## src/hw/rsw_pkg.sv

```systemverilog
// rsw_pkg: constants, types and carriers of the reset source and watchdog block
// assumes a 125 MHz system clock and an APB slave with 32-bit data
package rsw_pkg;

  // register byte addresses
  localparam logic [7:0] ADDR_CAUSE = 8'h00;
  localparam logic [7:0] ADDR_WDCTL = 8'h04;

  // cause flag bit positions
  localparam int CAUSE_WDOG_BIT = 3;
  localparam int CAUSE_DROP_BIT = 2;
  localparam int CAUSE_PIN_BIT  = 1;
  localparam int CAUSE_PWR_BIT  = 0;

  // watchdog control bit positions, prescale bits 5 and 2..0
  localparam int WD_IRQF_BIT = 7;
  localparam int WD_IRQE_BIT = 6;
  localparam int WD_PS3_BIT  = 5;
  localparam int WD_CE_BIT   = 4;
  localparam int WD_RE_BIT   = 3;

  // supply drop level fuse codes
  localparam logic [2:0] LVL_OFF = 3'h7;
  localparam logic [2:0] LVL_1V8 = 3'h6;
  localparam logic [2:0] LVL_2V7 = 3'h5;
  localparam logic [2:0] LVL_4V3 = 3'h4;

  // prescale: largest defined select, base period in oscillator cycles
  localparam logic [3:0]  WD_PS_MAX  = 4'h9;
  localparam logic [20:0] WD_BASE    = 21'h000800;

  // timing
  localparam int CLK_PERIOD_NS  = 8;
  localparam int PIN_MIN_NS     = 2500;
  localparam int PIN_MIN_CYCLES = (PIN_MIN_NS + CLK_PERIOD_NS - 1) / CLK_PERIOD_NS;
  localparam int DROP_MIN_NS    = 2;
  localparam int DROP_CYC_RAW   = (DROP_MIN_NS + CLK_PERIOD_NS - 1) / CLK_PERIOD_NS;
  localparam int DROP_MIN_CYCLES = (DROP_CYC_RAW < 1) ? 1 : DROP_CYC_RAW;
  localparam logic [2:0]  CE_WINDOW_CYCLES = 3'h4;
  localparam logic [15:0] STARTUP_DEFAULT  = 16'h1000;

  // reset values
  localparam logic [7:0] CAUSE_RESET = 8'h00;
  localparam logic [3:0] WDP_RESET   = 4'h0;

  typedef enum logic [1:0] {
    LEVEL_NONE, LEVEL_1V8, LEVEL_2V7, LEVEL_4V3
  } rsw_level_e;

  typedef enum logic [1:0] {
    WD_STOPPED, WD_IRQ, WD_RESET, WD_IRQ_RESET
  } rsw_wdmode_e;

  typedef struct packed {
    logic        psel;
    logic        penable;
    logic        pwrite;
    logic [7:0]  paddr;
    logic [31:0] pwdata;
  } rsw_apb_req_s;

  typedef struct packed {
    logic        pready;
    logic [31:0] prdata;
    logic        pslverr;
  } rsw_apb_rsp_s;

  typedef struct packed {
    logic [2:0] drop_level;
    logic       wdog_always_on;
  } rsw_fuse_s;

endpackage : rsw_pkg

```

## src/hw/rsw_reset_wdog.sv

```systemverilog
// rsw_reset_wdog: reset sources, start-up stretch, cause flags and watchdog
// assumes synchronous inputs, a watchdog oscillator tick strobe and an APB master
//
// Design decisions made here: the APB slave port and the register addresses.
`timescale 1ns/1ps
module rsw_reset_wdog #(
  parameter logic [15:0] STARTUP_CYCLES = rsw_pkg::STARTUP_DEFAULT,
  parameter logic [20:0] WDOG_BASE      = rsw_pkg::WD_BASE
) (
  input  wire logic                  i_mclk,
  input  wire logic                  i_reset,
  input  wire logic                  i_clk_en,
  input  wire rsw_pkg::rsw_apb_req_s i_apb,
  output rsw_pkg::rsw_apb_rsp_s      o_apb,
  input  wire rsw_pkg::rsw_fuse_s    i_fuse,
  input  wire logic                  i_reset_pin_n,
  input  wire logic                  i_power_low,
  input  wire logic                  i_supply_below_level,
  input  wire logic                  i_wdog_osc_tick,
  input  wire logic                  i_wdog_restart,
  input  wire logic                  i_wdog_vector_ack,
  output logic                       o_core_reset,
  output logic                       o_wdog_irq,
  output logic                       o_wdog_wake,
  output logic                       o_supply_drop_detector_en,
  output rsw_pkg::rsw_level_e        o_supply_drop_level
);

  // decoded APB access and register select
  function automatic logic [1:0] reg_sel(input logic [7:0] addr);
    reg_sel = 2'h0;
    if (addr == rsw_pkg::ADDR_CAUSE) begin
      reg_sel = 2'h1;
    end else if (addr == rsw_pkg::ADDR_WDCTL) begin
      reg_sel = 2'h2;
    end
  endfunction : reg_sel

  logic                pin_low_r;
  logic [8:0]          pin_cnt_r;
  logic                drop_r;
  logic [3:0]          drop_cnt_r;
  logic                pwr_r;
  logic                wd_pulse_r;
  logic [15:0]         dly_cnt_r;
  logic                core_rst_r;
  logic                any_src;
  logic [7:0]          cause_r;
  logic                wdog_irq_flag_r;
  logic                wdog_irq_enable_r;
  logic                wde_r;
  logic [3:0]          wdp_r;
  logic                wdog_change_enable_r;
  logic [2:0]          ce_cnt_r;
  logic [20:0]         wd_cnt_r;
  logic [20:0]         wd_limit;
  logic [3:0]          wdp_use;
  logic                wde_eff;
  logic                wdog_irq_enable_eff;
  logic                wd_expire;
  logic                wd_irq_set;
  logic                wd_rst_req;
  logic                irq_r;
  logic                wake_r;
  logic                det_en_r;
  rsw_pkg::rsw_level_e level_r;
  rsw_pkg::rsw_wdmode_e wd_mode;
  rsw_pkg::rsw_apb_rsp_s apb_r;
  logic                acc;
  logic                wr_cause;
  logic                wr_ctl;
  logic [7:0]          wdat;
  logic                ce_open;

  assign wdat     = i_apb.pwdata[7:0];
  assign acc      = i_apb.psel & i_apb.penable & apb_r.pready;
  assign wr_cause = acc & i_apb.pwrite & (reg_sel(i_apb.paddr) == 2'h1);
  assign wr_ctl   = acc & i_apb.pwrite & (reg_sel(i_apb.paddr) == 2'h2);
  // opening write of a protected change
  assign ce_open  = wr_ctl & wdat[rsw_pkg::WD_CE_BIT] & wdat[rsw_pkg::WD_RE_BIT];

  // fuse decode for the supply drop detector
  always_ff @(posedge i_mclk) begin
    if (i_reset) begin
      det_en_r <= 1'b0;
      level_r  <= rsw_pkg::LEVEL_NONE;
    end else if (i_clk_en) begin
      det_en_r <= 1'b1;
      case (i_fuse.drop_level)
        rsw_pkg::LVL_1V8: level_r <= rsw_pkg::LEVEL_1V8;
        rsw_pkg::LVL_2V7: level_r <= rsw_pkg::LEVEL_2V7;
        rsw_pkg::LVL_4V3: level_r <= rsw_pkg::LEVEL_4V3;
        default: begin
          level_r  <= rsw_pkg::LEVEL_NONE; // off and reserved codes
          det_en_r <= 1'b0;
        end
      endcase
    end
  end

  // reset pin low-time filter
  always_ff @(posedge i_mclk) begin
    if (i_reset) begin
      pin_cnt_r <= 9'h000;
      pin_low_r <= 1'b0;
    end else if (i_clk_en) begin
      if (i_reset_pin_n) begin
        pin_cnt_r <= 9'h000;
        pin_low_r <= 1'b0;
      end else if (pin_cnt_r == 9'(rsw_pkg::PIN_MIN_CYCLES - 1)) begin
        pin_low_r <= 1'b1;
      end else begin
        pin_cnt_r <= pin_cnt_r + 9'h001;
      end
    end
  end

  // supply drop qualification and power-up source
  always_ff @(posedge i_mclk) begin
    if (i_reset) begin
      drop_cnt_r <= 4'h0;
      drop_r     <= 1'b0;
      pwr_r      <= 1'b0;
    end else if (i_clk_en) begin
      pwr_r <= i_power_low;
      if (!(det_en_r && i_supply_below_level)) begin
        drop_cnt_r <= 4'h0;
        drop_r     <= 1'b0;
      end else if (drop_cnt_r == 4'(rsw_pkg::DROP_MIN_CYCLES - 1)) begin
        drop_r <= 1'b1;
      end else begin
        drop_cnt_r <= drop_cnt_r + 4'h1;
      end
    end
  end

  // all active sources merged
  assign any_src = pin_low_r | drop_r | pwr_r | wd_pulse_r;

  // start-up stretch after the last source goes quiet
  always_ff @(posedge i_mclk) begin
    if (i_reset) begin
      dly_cnt_r  <= STARTUP_CYCLES;
      core_rst_r <= 1'b1;
    end else if (i_clk_en) begin
      if (any_src) begin
        dly_cnt_r <= STARTUP_CYCLES;
      end else if (dly_cnt_r != 16'h0000) begin
        dly_cnt_r <= dly_cnt_r - 16'h0001;
      end
      core_rst_r <= any_src | (dly_cnt_r != 16'h0000);
    end
  end

  // reset cause flags, an event wins over a software clear
  always_ff @(posedge i_mclk) begin
    if (i_reset) begin
      cause_r <= rsw_pkg::CAUSE_RESET;
    end else if (i_clk_en) begin
      if (pwr_r) begin
        cause_r[rsw_pkg::CAUSE_PWR_BIT] <= 1'b1;
      end else if (wr_cause && !wdat[rsw_pkg::CAUSE_PWR_BIT]) begin
        cause_r[rsw_pkg::CAUSE_PWR_BIT] <= 1'b0;
      end
      if (pwr_r) begin
        cause_r[rsw_pkg::CAUSE_WDOG_BIT] <= 1'b0;
      end else if (wd_pulse_r) begin
        cause_r[rsw_pkg::CAUSE_WDOG_BIT] <= 1'b1;
      end else if (wr_cause && !wdat[rsw_pkg::CAUSE_WDOG_BIT]) begin
        cause_r[rsw_pkg::CAUSE_WDOG_BIT] <= 1'b0;
      end
      if (pwr_r) begin
        cause_r[rsw_pkg::CAUSE_DROP_BIT] <= 1'b0;
      end else if (drop_r) begin
        cause_r[rsw_pkg::CAUSE_DROP_BIT] <= 1'b1;
      end else if (wr_cause && !wdat[rsw_pkg::CAUSE_DROP_BIT]) begin
        cause_r[rsw_pkg::CAUSE_DROP_BIT] <= 1'b0;
      end
      if (pwr_r) begin
        cause_r[rsw_pkg::CAUSE_PIN_BIT] <= 1'b0;
      end else if (pin_low_r) begin
        cause_r[rsw_pkg::CAUSE_PIN_BIT] <= 1'b1;
      end else if (wr_cause && !wdat[rsw_pkg::CAUSE_PIN_BIT]) begin
        cause_r[rsw_pkg::CAUSE_PIN_BIT] <= 1'b0;
      end
    end
  end

  // effective enables after fuse override
  assign wde_eff  = wde_r | i_fuse.wdog_always_on;
  assign wdog_irq_enable_eff = wdog_irq_enable_r & ~i_fuse.wdog_always_on;
  assign wd_mode  = rsw_pkg::rsw_wdmode_e'({wde_eff, wdog_irq_enable_eff});

  // change enable window
  always_ff @(posedge i_mclk) begin
    if (i_reset || (core_rst_r && i_clk_en)) begin
      wdog_change_enable_r   <= 1'b0;
      ce_cnt_r <= 3'h0;
    end else if (i_clk_en) begin
      if (ce_open) begin
        wdog_change_enable_r   <= 1'b1;
        ce_cnt_r <= rsw_pkg::CE_WINDOW_CYCLES;
      end else if (wr_ctl && wdog_change_enable_r) begin
        wdog_change_enable_r   <= 1'b0;
        ce_cnt_r <= 3'h0;
      end else if (ce_cnt_r == 3'h1) begin
        wdog_change_enable_r   <= 1'b0;
        ce_cnt_r <= 3'h0;
      end else if (ce_cnt_r != 3'h0) begin
        ce_cnt_r <= ce_cnt_r - 3'h1;
      end
    end
  end

  // reset enable and prescale, prescale changes and enable clears guarded by the window
  always_ff @(posedge i_mclk) begin
    if (i_reset) begin
      wde_r <= 1'b0;
      wdp_r <= rsw_pkg::WDP_RESET;
    end else if (i_clk_en) begin
      if (cause_r[rsw_pkg::CAUSE_WDOG_BIT]) begin
        wde_r <= 1'b1;
      end else if (core_rst_r) begin
        wde_r <= 1'b0;
      end else if (wr_ctl && wdog_change_enable_r && !wdat[rsw_pkg::WD_CE_BIT]) begin
        wde_r <= wdat[rsw_pkg::WD_RE_BIT];
      end else if (wr_ctl && wdat[rsw_pkg::WD_RE_BIT]) begin
        wde_r <= 1'b1;
      end
      if (core_rst_r) begin
        wdp_r <= rsw_pkg::WDP_RESET;
      end else if (wr_ctl && wdog_change_enable_r && !wdat[rsw_pkg::WD_CE_BIT]) begin
        wdp_r <= {wdat[rsw_pkg::WD_PS3_BIT], wdat[2:0]};
      end
    end
  end

  // time-out limit from the prescale select
  assign wdp_use  = (wdp_r > rsw_pkg::WD_PS_MAX) ? rsw_pkg::WD_PS_MAX : wdp_r;
  assign wd_limit = WDOG_BASE << wdp_use;

  // watchdog counter on oscillator ticks
  assign wd_expire = i_wdog_osc_tick & (wd_cnt_r == wd_limit - 21'h000001) &
                     (wd_mode != rsw_pkg::WD_STOPPED);
  always_ff @(posedge i_mclk) begin
    if (i_reset || (core_rst_r && i_clk_en)) begin
      wd_cnt_r <= 21'h000000;
    end else if (i_clk_en) begin
      if (i_wdog_restart || wd_mode == rsw_pkg::WD_STOPPED) begin
        wd_cnt_r <= 21'h000000;
      end else if (wd_expire) begin
        wd_cnt_r <= 21'h000000;
      end else if (i_wdog_osc_tick) begin
        wd_cnt_r <= wd_cnt_r + 21'h000001;
      end
    end
  end

  // time-out action by mode
  always_comb begin
    wd_irq_set = 1'b0;
    wd_rst_req = 1'b0;
    case (wd_mode)
      rsw_pkg::WD_STOPPED: begin
        wd_irq_set = 1'b0;
      end
      rsw_pkg::WD_IRQ: begin
        wd_irq_set = wd_expire;
      end
      rsw_pkg::WD_RESET: begin
        wd_rst_req = wd_expire;
      end
      rsw_pkg::WD_IRQ_RESET: begin
        wd_irq_set = wd_expire & ~wdog_irq_flag_r;
        wd_rst_req = wd_expire & wdog_irq_flag_r;
      end
      default: begin
        wd_rst_req = wd_expire;
      end
    endcase
  end

  // one-cycle watchdog reset pulse
  always_ff @(posedge i_mclk) begin
    if (i_reset) begin
      wd_pulse_r <= 1'b0;
    end else if (i_clk_en) begin
      wd_pulse_r <= wd_rst_req & ~wd_pulse_r;
    end
  end

  // interrupt flag and enable
  always_ff @(posedge i_mclk) begin
    if (i_reset || (core_rst_r && i_clk_en)) begin
      wdog_irq_flag_r <= 1'b0;
      wdog_irq_enable_r <= 1'b0;
    end else if (i_clk_en) begin
      if (wd_irq_set) begin
        wdog_irq_flag_r <= 1'b1;
      end else if (i_wdog_vector_ack) begin
        wdog_irq_flag_r <= 1'b0;
      end else if (wr_ctl && wdat[rsw_pkg::WD_IRQF_BIT]) begin
        wdog_irq_flag_r <= 1'b0;
      end
      if (wr_ctl) begin
        wdog_irq_enable_r <= wdat[rsw_pkg::WD_IRQE_BIT];
      end else if (i_wdog_vector_ack && wd_mode == rsw_pkg::WD_IRQ_RESET) begin
        wdog_irq_enable_r <= 1'b0;
      end
    end
  end

  // interrupt and wake outputs
  always_ff @(posedge i_mclk) begin
    if (i_reset) begin
      irq_r  <= 1'b0;
      wake_r <= 1'b0;
    end else if (i_clk_en) begin
      irq_r  <= (wdog_irq_flag_r | wd_irq_set) & wdog_irq_enable_eff & ~core_rst_r;
      wake_r <= wd_irq_set;
    end
  end

  // APB slave: ready one cycle after setup, read data captured there
  always_ff @(posedge i_mclk) begin
    if (i_reset) begin
      apb_r <= '0;
    end else if (i_clk_en) begin
      apb_r.pready  <= i_apb.psel & ~i_apb.penable;
      apb_r.pslverr <= i_apb.psel & ~i_apb.penable & (reg_sel(i_apb.paddr) == 2'h0);
      apb_r.prdata  <= 32'h00000000;
      if (i_apb.psel && !i_apb.penable && !i_apb.pwrite) begin
        case (reg_sel(i_apb.paddr))
          2'h1: apb_r.prdata <= {24'h000000, cause_r};
          2'h2: apb_r.prdata <= {24'h000000, wdog_irq_flag_r, wdog_irq_enable_eff, wdp_r[3], wdog_change_enable_r,
                                 wde_eff, wdp_r[2:0]};
          default: apb_r.prdata <= 32'h00000000;
        endcase
      end
    end
  end

  // outputs straight from flops
  assign o_apb                     = apb_r;
  assign o_core_reset              = core_rst_r;
  assign o_wdog_irq                = irq_r;
  assign o_wdog_wake               = wake_r;
  assign o_supply_drop_detector_en = det_en_r;
  assign o_supply_drop_level       = level_r;

endmodule : rsw_reset_wdog

```

## config.mk

```make
export PLATFORM = sky130hd
export DESIGN_NAME = rsw_reset_wdog
export DESIGN_NICKNAME = d
export VERILOG_FILES = /design/src/hw/rsw_pkg.sv /design/src/hw/rsw_reset_wdog.sv
export SDC_FILE = /design/constraint.sdc
export NUM_CORES = 1
export LEC_CHECK = 0
export BUFFER_PORTS_ARGS = -buffer_cell sky130_fd_sc_hd__buf_2
export CAP_MARGIN = 20
export CORE_ASPECT_RATIO = 1.1
export CORE_MARGIN = 8
export CORE_UTILIZATION = 49
export DETAILED_ROUTE_END_ITERATION = 16
export PLACE_DENSITY = 0.76
export SYNTH_ARGS = -nofsm -noshare
export SYNTH_HDL_FRONTEND = slang
export SYNTH_SLANG_ARGS = --single-unit
```

## constraint.sdc

```tcl
create_clock -name i_mclk -period 2.53 [get_ports i_mclk]
set_input_delay 0.1265 -clock i_mclk [delete_from_list [all_inputs] [get_ports i_mclk]]
set_output_delay 0.1265 -clock i_mclk [all_outputs]
set_load 0.05 [all_outputs]
```

Word-level counts from Yosys, hierarchy flattened:

Cells that the tools add are included.

* order comparisons: 1
* equality and inequality tests: 17
* add/sub/neg operators: 6
* shifts and indexed selects: 1
* reduce and logical (&&, ||, !) cells: 59
* bitwise gates (word level): 28
* mux-type cells: 56

Operators by type and width (count)
* 21-bit 2-to-1 mux: 3
* 16-bit 2-to-1 mux: 2
* 2-bit AND reduction: 16
* 1-bit 2-to-1 mux: 28
* 21-bit by 1-bit adder with 21-bit output, second input constant: 1
* 21-bit equality test: 1
* 3-bit nonzero test: 7
* 12-bit by 4-bit << shifter with 21-bit output, first input constant: 1
* 21-bit by 1-bit subtractor with 21-bit output, second input constant: 1
* 4-bit 2-to-1 mux: 5
* 9-bit 2-to-1 mux: 2
* 1-bit AND: 17
* 8-bit one-hot mux with 2 select lines: 1
* 16-bit nonzero test: 1
* 16-bit by 1-bit subtractor with 16-bit output, second input constant: 1
* 2-bit 2-to-1 mux: 7
* 1-bit logical AND: 13
* 3-bit 2-to-1 mux: 4
* 2-bit nonzero test: 6
* 9-bit by 1-bit adder with 9-bit output, second input constant: 1
* 3-bit equality test, second input constant: 3
* 9-bit equality test, second input constant: 1
* 2-bit equality test, second input constant: 4
* 8-bit by 3-bit equality test with 1-bit output, second input constant: 1
* 19 further kinds: 41

* output and inout port bits: 40
* register bits after elaboration: 109
* bits of input ports: 56
* logic and storage cells: 194

Depth between registers and ports, before layout:

* word-level depth: 12
* gate-level depth with buffers: 11
* gate-level depth less buffers: 9

Worst setup path after synthesis:

OpenSTA, ideal clock, no wires.

* path type: reg-to-reg
* start: register wdp_r[2]
* end: register wd_cnt_r[10]
* period minus slack after synthesis: 2.405 ns
* cell stages (with the launch flop): 12
* arrival: 2.273 ns
* data required time: 2.398 ns
* library setup time: 0.132 ns
* buffers on the path: 2
* path slack: 0.125 ns
* path through: dfxtp_1 -> buf_6 -> nor2_1 -> nand3b_1 -> ha_1 -> xor2_1 -> nand4b_1 -> a2111oi_2 -> o311ai_1 -> a21oi_1 -> buf_2 -> nor3_1

* cells in the longest elaborated chain, start to end: 9
* elaborated cells between the ends (all ways): 11
* classes of those cells: add/sub: 1; order compare: 1; eq/ne: 1; shift: 1; mux: 3; bitwise: 2; reduce/logical: 2

RTL lines
* from (decl): RTL line rsw_reset_wdog.sv:52 `logic [3:0] wdp_r;`
* from (signal assigned): RTL line rsw_reset_wdog.sv:219 `wdp_r <= rsw_pkg::WDP_RESET;`
* from (signal assigned): RTL line rsw_reset_wdog.sv:231 `wdp_r <= rsw_pkg::WDP_RESET;`
* from (signal assigned): RTL line rsw_reset_wdog.sv:233 `wdp_r <= {wdat[rsw_pkg::WD_PS3_BIT], wdat[2:0]};`
* 4-bit > comparator: RTL line rsw_reset_wdog.sv:239 `assign wdp_use = (wdp_r > rsw_pkg::WD_PS_MAX) ? rsw_pkg::WD_PS_MAX : wdp_r;`
* 4-bit 2-to-1 mux (*): RTL line rsw_reset_wdog.sv:239
* 12-bit by 4-bit << shifter with 21-bit output (*): RTL line rsw_reset_wdog.sv:240 `assign wd_limit = WDOG_BASE << wdp_use;`
* 21-bit by 1-bit subtractor with 21-bit output (*): RTL line rsw_reset_wdog.sv:243 `assign wd_expire = i_wdog_osc_tick & (wd_cnt_r == wd_limit - 21'h000001) &`
* 21-bit equality test (*): RTL line rsw_reset_wdog.sv:243
* 1-bit AND (*) (2 in a row): RTL line rsw_reset_wdog.sv:243
* 3-bit nonzero test (no line) / 21-bit 2-to-1 mux (equally long branches)
* 2-bit AND reduction (no line) / 21-bit 2-to-1 mux (equally long branches)
* to (signal assigned): RTL line rsw_reset_wdog.sv:254 `wd_cnt_r <= wd_cnt_r + 21'h000001;`
* to (decl): RTL line rsw_reset_wdog.sv:55 `logic [20:0] wd_cnt_r;`

Every way passes the cells marked *; elsewhere a longest branch is shown, timed or not.
A chain may end at the register's enable or synchronous reset.

Worst setup path after layout:

* start: register wdp_r[2]
* end: register wd_pulse_r

* cells in the longest elaborated chain, start to end: 10

RTL lines
* 4-bit > comparator: RTL line rsw_reset_wdog.sv:239
* 4-bit 2-to-1 mux (*): RTL line rsw_reset_wdog.sv:239
* 12-bit by 4-bit << shifter with 21-bit output (*): RTL line rsw_reset_wdog.sv:240
* 21-bit by 1-bit subtractor with 21-bit output (*): RTL line rsw_reset_wdog.sv:243
* 21-bit equality test (*): RTL line rsw_reset_wdog.sv:243
* 1-bit AND (*) (2 in a row): RTL line rsw_reset_wdog.sv:243
* 1-bit AND: RTL line rsw_reset_wdog.sv:275 `wd_rst_req = wd_expire & wdog_irq_flag_r;`
* 1-bit one-hot mux with 2 select lines (*): RTL line rsw_reset_wdog.sv:263 `case (wd_mode)`
* 1-bit AND (*): RTL line rsw_reset_wdog.sv:288 `wd_pulse_r <= wd_rst_req & ~wd_pulse_r;`
* to (signal assigned): RTL line rsw_reset_wdog.sv:288
* to (decl): RTL line rsw_reset_wdog.sv:44 `logic wd_pulse_r;`

Marks and branches as above.

==> summary.md <==
| Metric | Value |
|---|---|
| Element type at the critical path start | `flop` |
| Register area share after synthesis | `38.1%` |
| Number of clock sinks | `85` |
| Detailed placer's ending HPWL | `8020 um` |
| Clk slew on worst S/H paths | `90 ps` |
| Worst min-delay path class | `primary input to flop` |
| Setup violators final | `0` |
| Syn. warnings | `0` |
| Area share of the largest cell type after synthesis | `38.1%` |
| Sum of negative setup slack | `0 ps` |
| Number of placed I/O pins | `96` |
| DP Area | `0.00478 mm^2` |
| Clock root buffer master | `clkbuf_8` |
| Final-stage net count | `659` |
| Max Buffers Root-to-Sink | `2` |
| Worst slew margin relative to its limit | `57.2%` |
| Remaining design rule violation count | `0` |
| Category of the worst setup path capture point | `flop` |
| Rows | `36` |
| Final Hold Violating Endpoints | `0` |
| Die width | `107 um` |
| Chip height | `116 um` |
| Initial antenna violation count | `0` |
| Synthesized area per cell | `8.22 um^2` |
| Placed cell count | `696` |
| Number of detailed-route iterations in the first pass | `5` |
| Via count of the first global-routing pass | `3912` |
| Largest net degree at the start of global routing | `22` |
| Total grt overflow | `0` |
| Number of filler instances in the final layout | `805` |
| Min-delay src | `i_power_low` |
| Pwr/cell area | `588 mW/mm^2` |
| Critical path peak fanout | `5` |
| Initial Util | `50.4%` |
| Iteration-0 DRC count of the detailed router | `226` |
| Total power after layout | `0.00297 W` |
| Final weighted congestion in routability-driven placement | `0.840` |
| Cells after synthesis | `544` |
| Fraction of registers with async set/reset | `0%` |
| Routed via count divided by cell count | `5.71` |
| Max-cap violation count | `0` |
| Floorplan core area | `0.00887 mm^2` |
| Leading cell types by total area after synthesis | `dfxtp_1 38%, nor2_1 5.2%, xor2_1 4.9%` |
| Input/output buffers | `47` |
| Launching point of the worst reg2reg path | `wdp_r[2]` |
| Final wirelength | `10900 um` |
| Most frequently used flop master after synthesis | `dfxtp_1` |
| Data arrival time of the critical path | `2750 ps` |
| Time the final worst path needs with I/O delays and setup | `2450 ps` |
| Number of enable-type register cells in the synthesized netlist | `0` |
| Global-route wire length before repair | `17800 um` |
| Total vias in the final route | `4066` |
| Actual transition at the worst max-transition pin | `641 ps` |
| Total number of H-tree levels | `3` |
| Period utilization | `96.9%` |
| Synth-to-layout area growth | `12.9%` |
| Remaining antenna violation count | `0` |
| Worst setup skew after layout | `16.4 ps` |
| Clock latency reported for the late side of the worst-skew pair | `360 ps` |
| Number of slew-limit violations in the final report | `0` |
| Area enclosed by the die boundary | `0.0124 mm^2` |
| Final std cells w/o fill | `712` |
| Library cell occupying the most area in the post-synthesis netlist | `dfxtp_1` |
| Routed WL per cell | `15.2 um` |
| Category of the most critical setup path | `flop to flop` |
| Area of all placed cells without fillers | `0.00505 mm^2` |
| Layout cell share with drive strength beyond 1 | `15.7%` |
| Leakage power summed over all cells | `1.96 nW` |
| Post-synthesis cell type count | `60` |
| Required @ worst endpoint | `2830 ps` |
| # diodes | `0` |
| TritonCTS clock tree | `yes` |
| Post-synthesis instance area | `0.00447 mm^2` |
| Critical path origin | `wdp_r[2]` |
| F_max | `0.408 GHz` |
| Peak supply drop | `0.370 mV` |
| All-Layer GR Usage | `17.2%` |
| Flip-flop and latch count after synthesis | `85` |
| Fraction of the core area covered by cells at the end of the flow | `56.9%` |
| Result of the run | `finished clean` |
| TritonCTS Buffers | `9` |
## worst paths after layout
path / end / slack, ps / depth (start not counted)
setup / recovery: wd_pulse_r / 80 / 9
hold / removal: pwr_r / 10 / 3
setup reg to reg: wd_pulse_r / 80 / 9
hold reg to reg: o_supply_drop_level[0] / 470 / 2
## registers in the layout, summed over array words and instances, names as in the netlist, 2 cells and up
| name | count |
|---|---|
| dly_cnt_r | 16 |
| pin_cnt_r | 9 |
| drop_cnt_r | 4 |
| wdp_r | 4 |
| o_apb | 10 |
| o_supply_drop_level | 2 |
| ce_cnt_r | 3 |
| wd_cnt_r | 21 |
| cause_r | 4 |
## cell type report
class                   count  area (um^2)  share of cell area, %
clock buffers              11          151                   3.00
clock inverters             5         63.8                   1.26
inverters                  13         48.8                  0.967
multi-input cells         417         2550                   50.5
flip-flops and latches     85         1700                   33.7
well taps                 114          143                   2.83
repair buffers             67          389                   7.71
## layer usage
layer  share of wire, %  up-vias  global-route usage [%]
li1                   -     1988                       -
met1                 41     1931                    19.4
met2                 50      122                    30.1
met3                6.4       25                    4.19
met4                2.1        0                    7.89
met5                  0        -                       0
## stage by stage
step / hold slack [ps] / worst slack (ps)
final: 10.1 / 78.3
after global routing: 36.5 / -6.94
after CTS: 6.73 / 24.8
after detailed placement: 373 / -70.0
after global placement: 367 / 7.53
after floorplan: 274 / 125
## where the power goes
group	internal (W)	switching (W)	total, W
clock	0.000521	0.000514	0.00103
combinational	0.000174	0.000324	0.000498
sequential	0.00139	0.0000498	0.00144
## cells by family after synthesis
logic type / synth area share [%]
and+or+nand+nor: 27.4
adders and majority gates: 2.80
xor gates and xnor gates: 7.05
AOI/OAI and AO/OA: 15.6
muxes: 1.12
DFF: 38.1
other: 0.0839
buffers and inverters: 7.84
## critical path, stage by stage (launching register included)
cell and delay, ps:
dfxtp_1 320, nor2_2 150, nand3b_1 100, ha_1 300, xor2_1 140, nand4b_1 150, a2111oi_4 350, o311ai_4 220
or4_1 510, a21oi_1 150
## cell usage in the layout (no fill, tap or decap), types with 7 or more instances in the layout
master,netlist,final
a31oi_1,7,7
a21oi_1,34,34
nand3b_1,8,8
inv_1,13,13
nand3_1,14,14
conb_1,1,24
xnor2_1,11,11
nor3_1,27,27
nand2_1,50,50
ha_1,10,10
buf_4,24,19
xor2_1,25,25
dfxtp_1,85,85
nor2_1,62,60
and3_1,10,10
nand4_1,12,12
buf_2,7,47
o21ai_0,17,17
clkbuf_8,0,11
a22oi_1,11,11
## synthesized netlist by cell type (all sizes together) (4+ instances only)
cell type and instances:
a31oi 8, nor3 28, nand2 50, buf 35
xnor2 11, nor2b 6, or3 4, dfxtp 85
a21o 4, nor2 63, ha 10, xor2 25
nand2b 6, nor4 5, nand3 14, a211oi 5
nand4b 5, a211o 5, and3 10, a22oi 11
mux2i 5, or4 6, nand4 12, nand3b 8
a21oi 34, and4 4, inv 13, nor3b 4
o21ai 19, clkbuf 17
## what timing repair did
item | in CTS | in global routing
pin swaps | 1 | 3
endpoints found under the hold margin | 0 | 0
hold buffers | 0 | 0
setup endpoints to repair | 23 | 6
gates resized for setup | 4 | 4
buffers inserted | 0 | 0
Note: power is estimated with default switching activity, not from simulation.
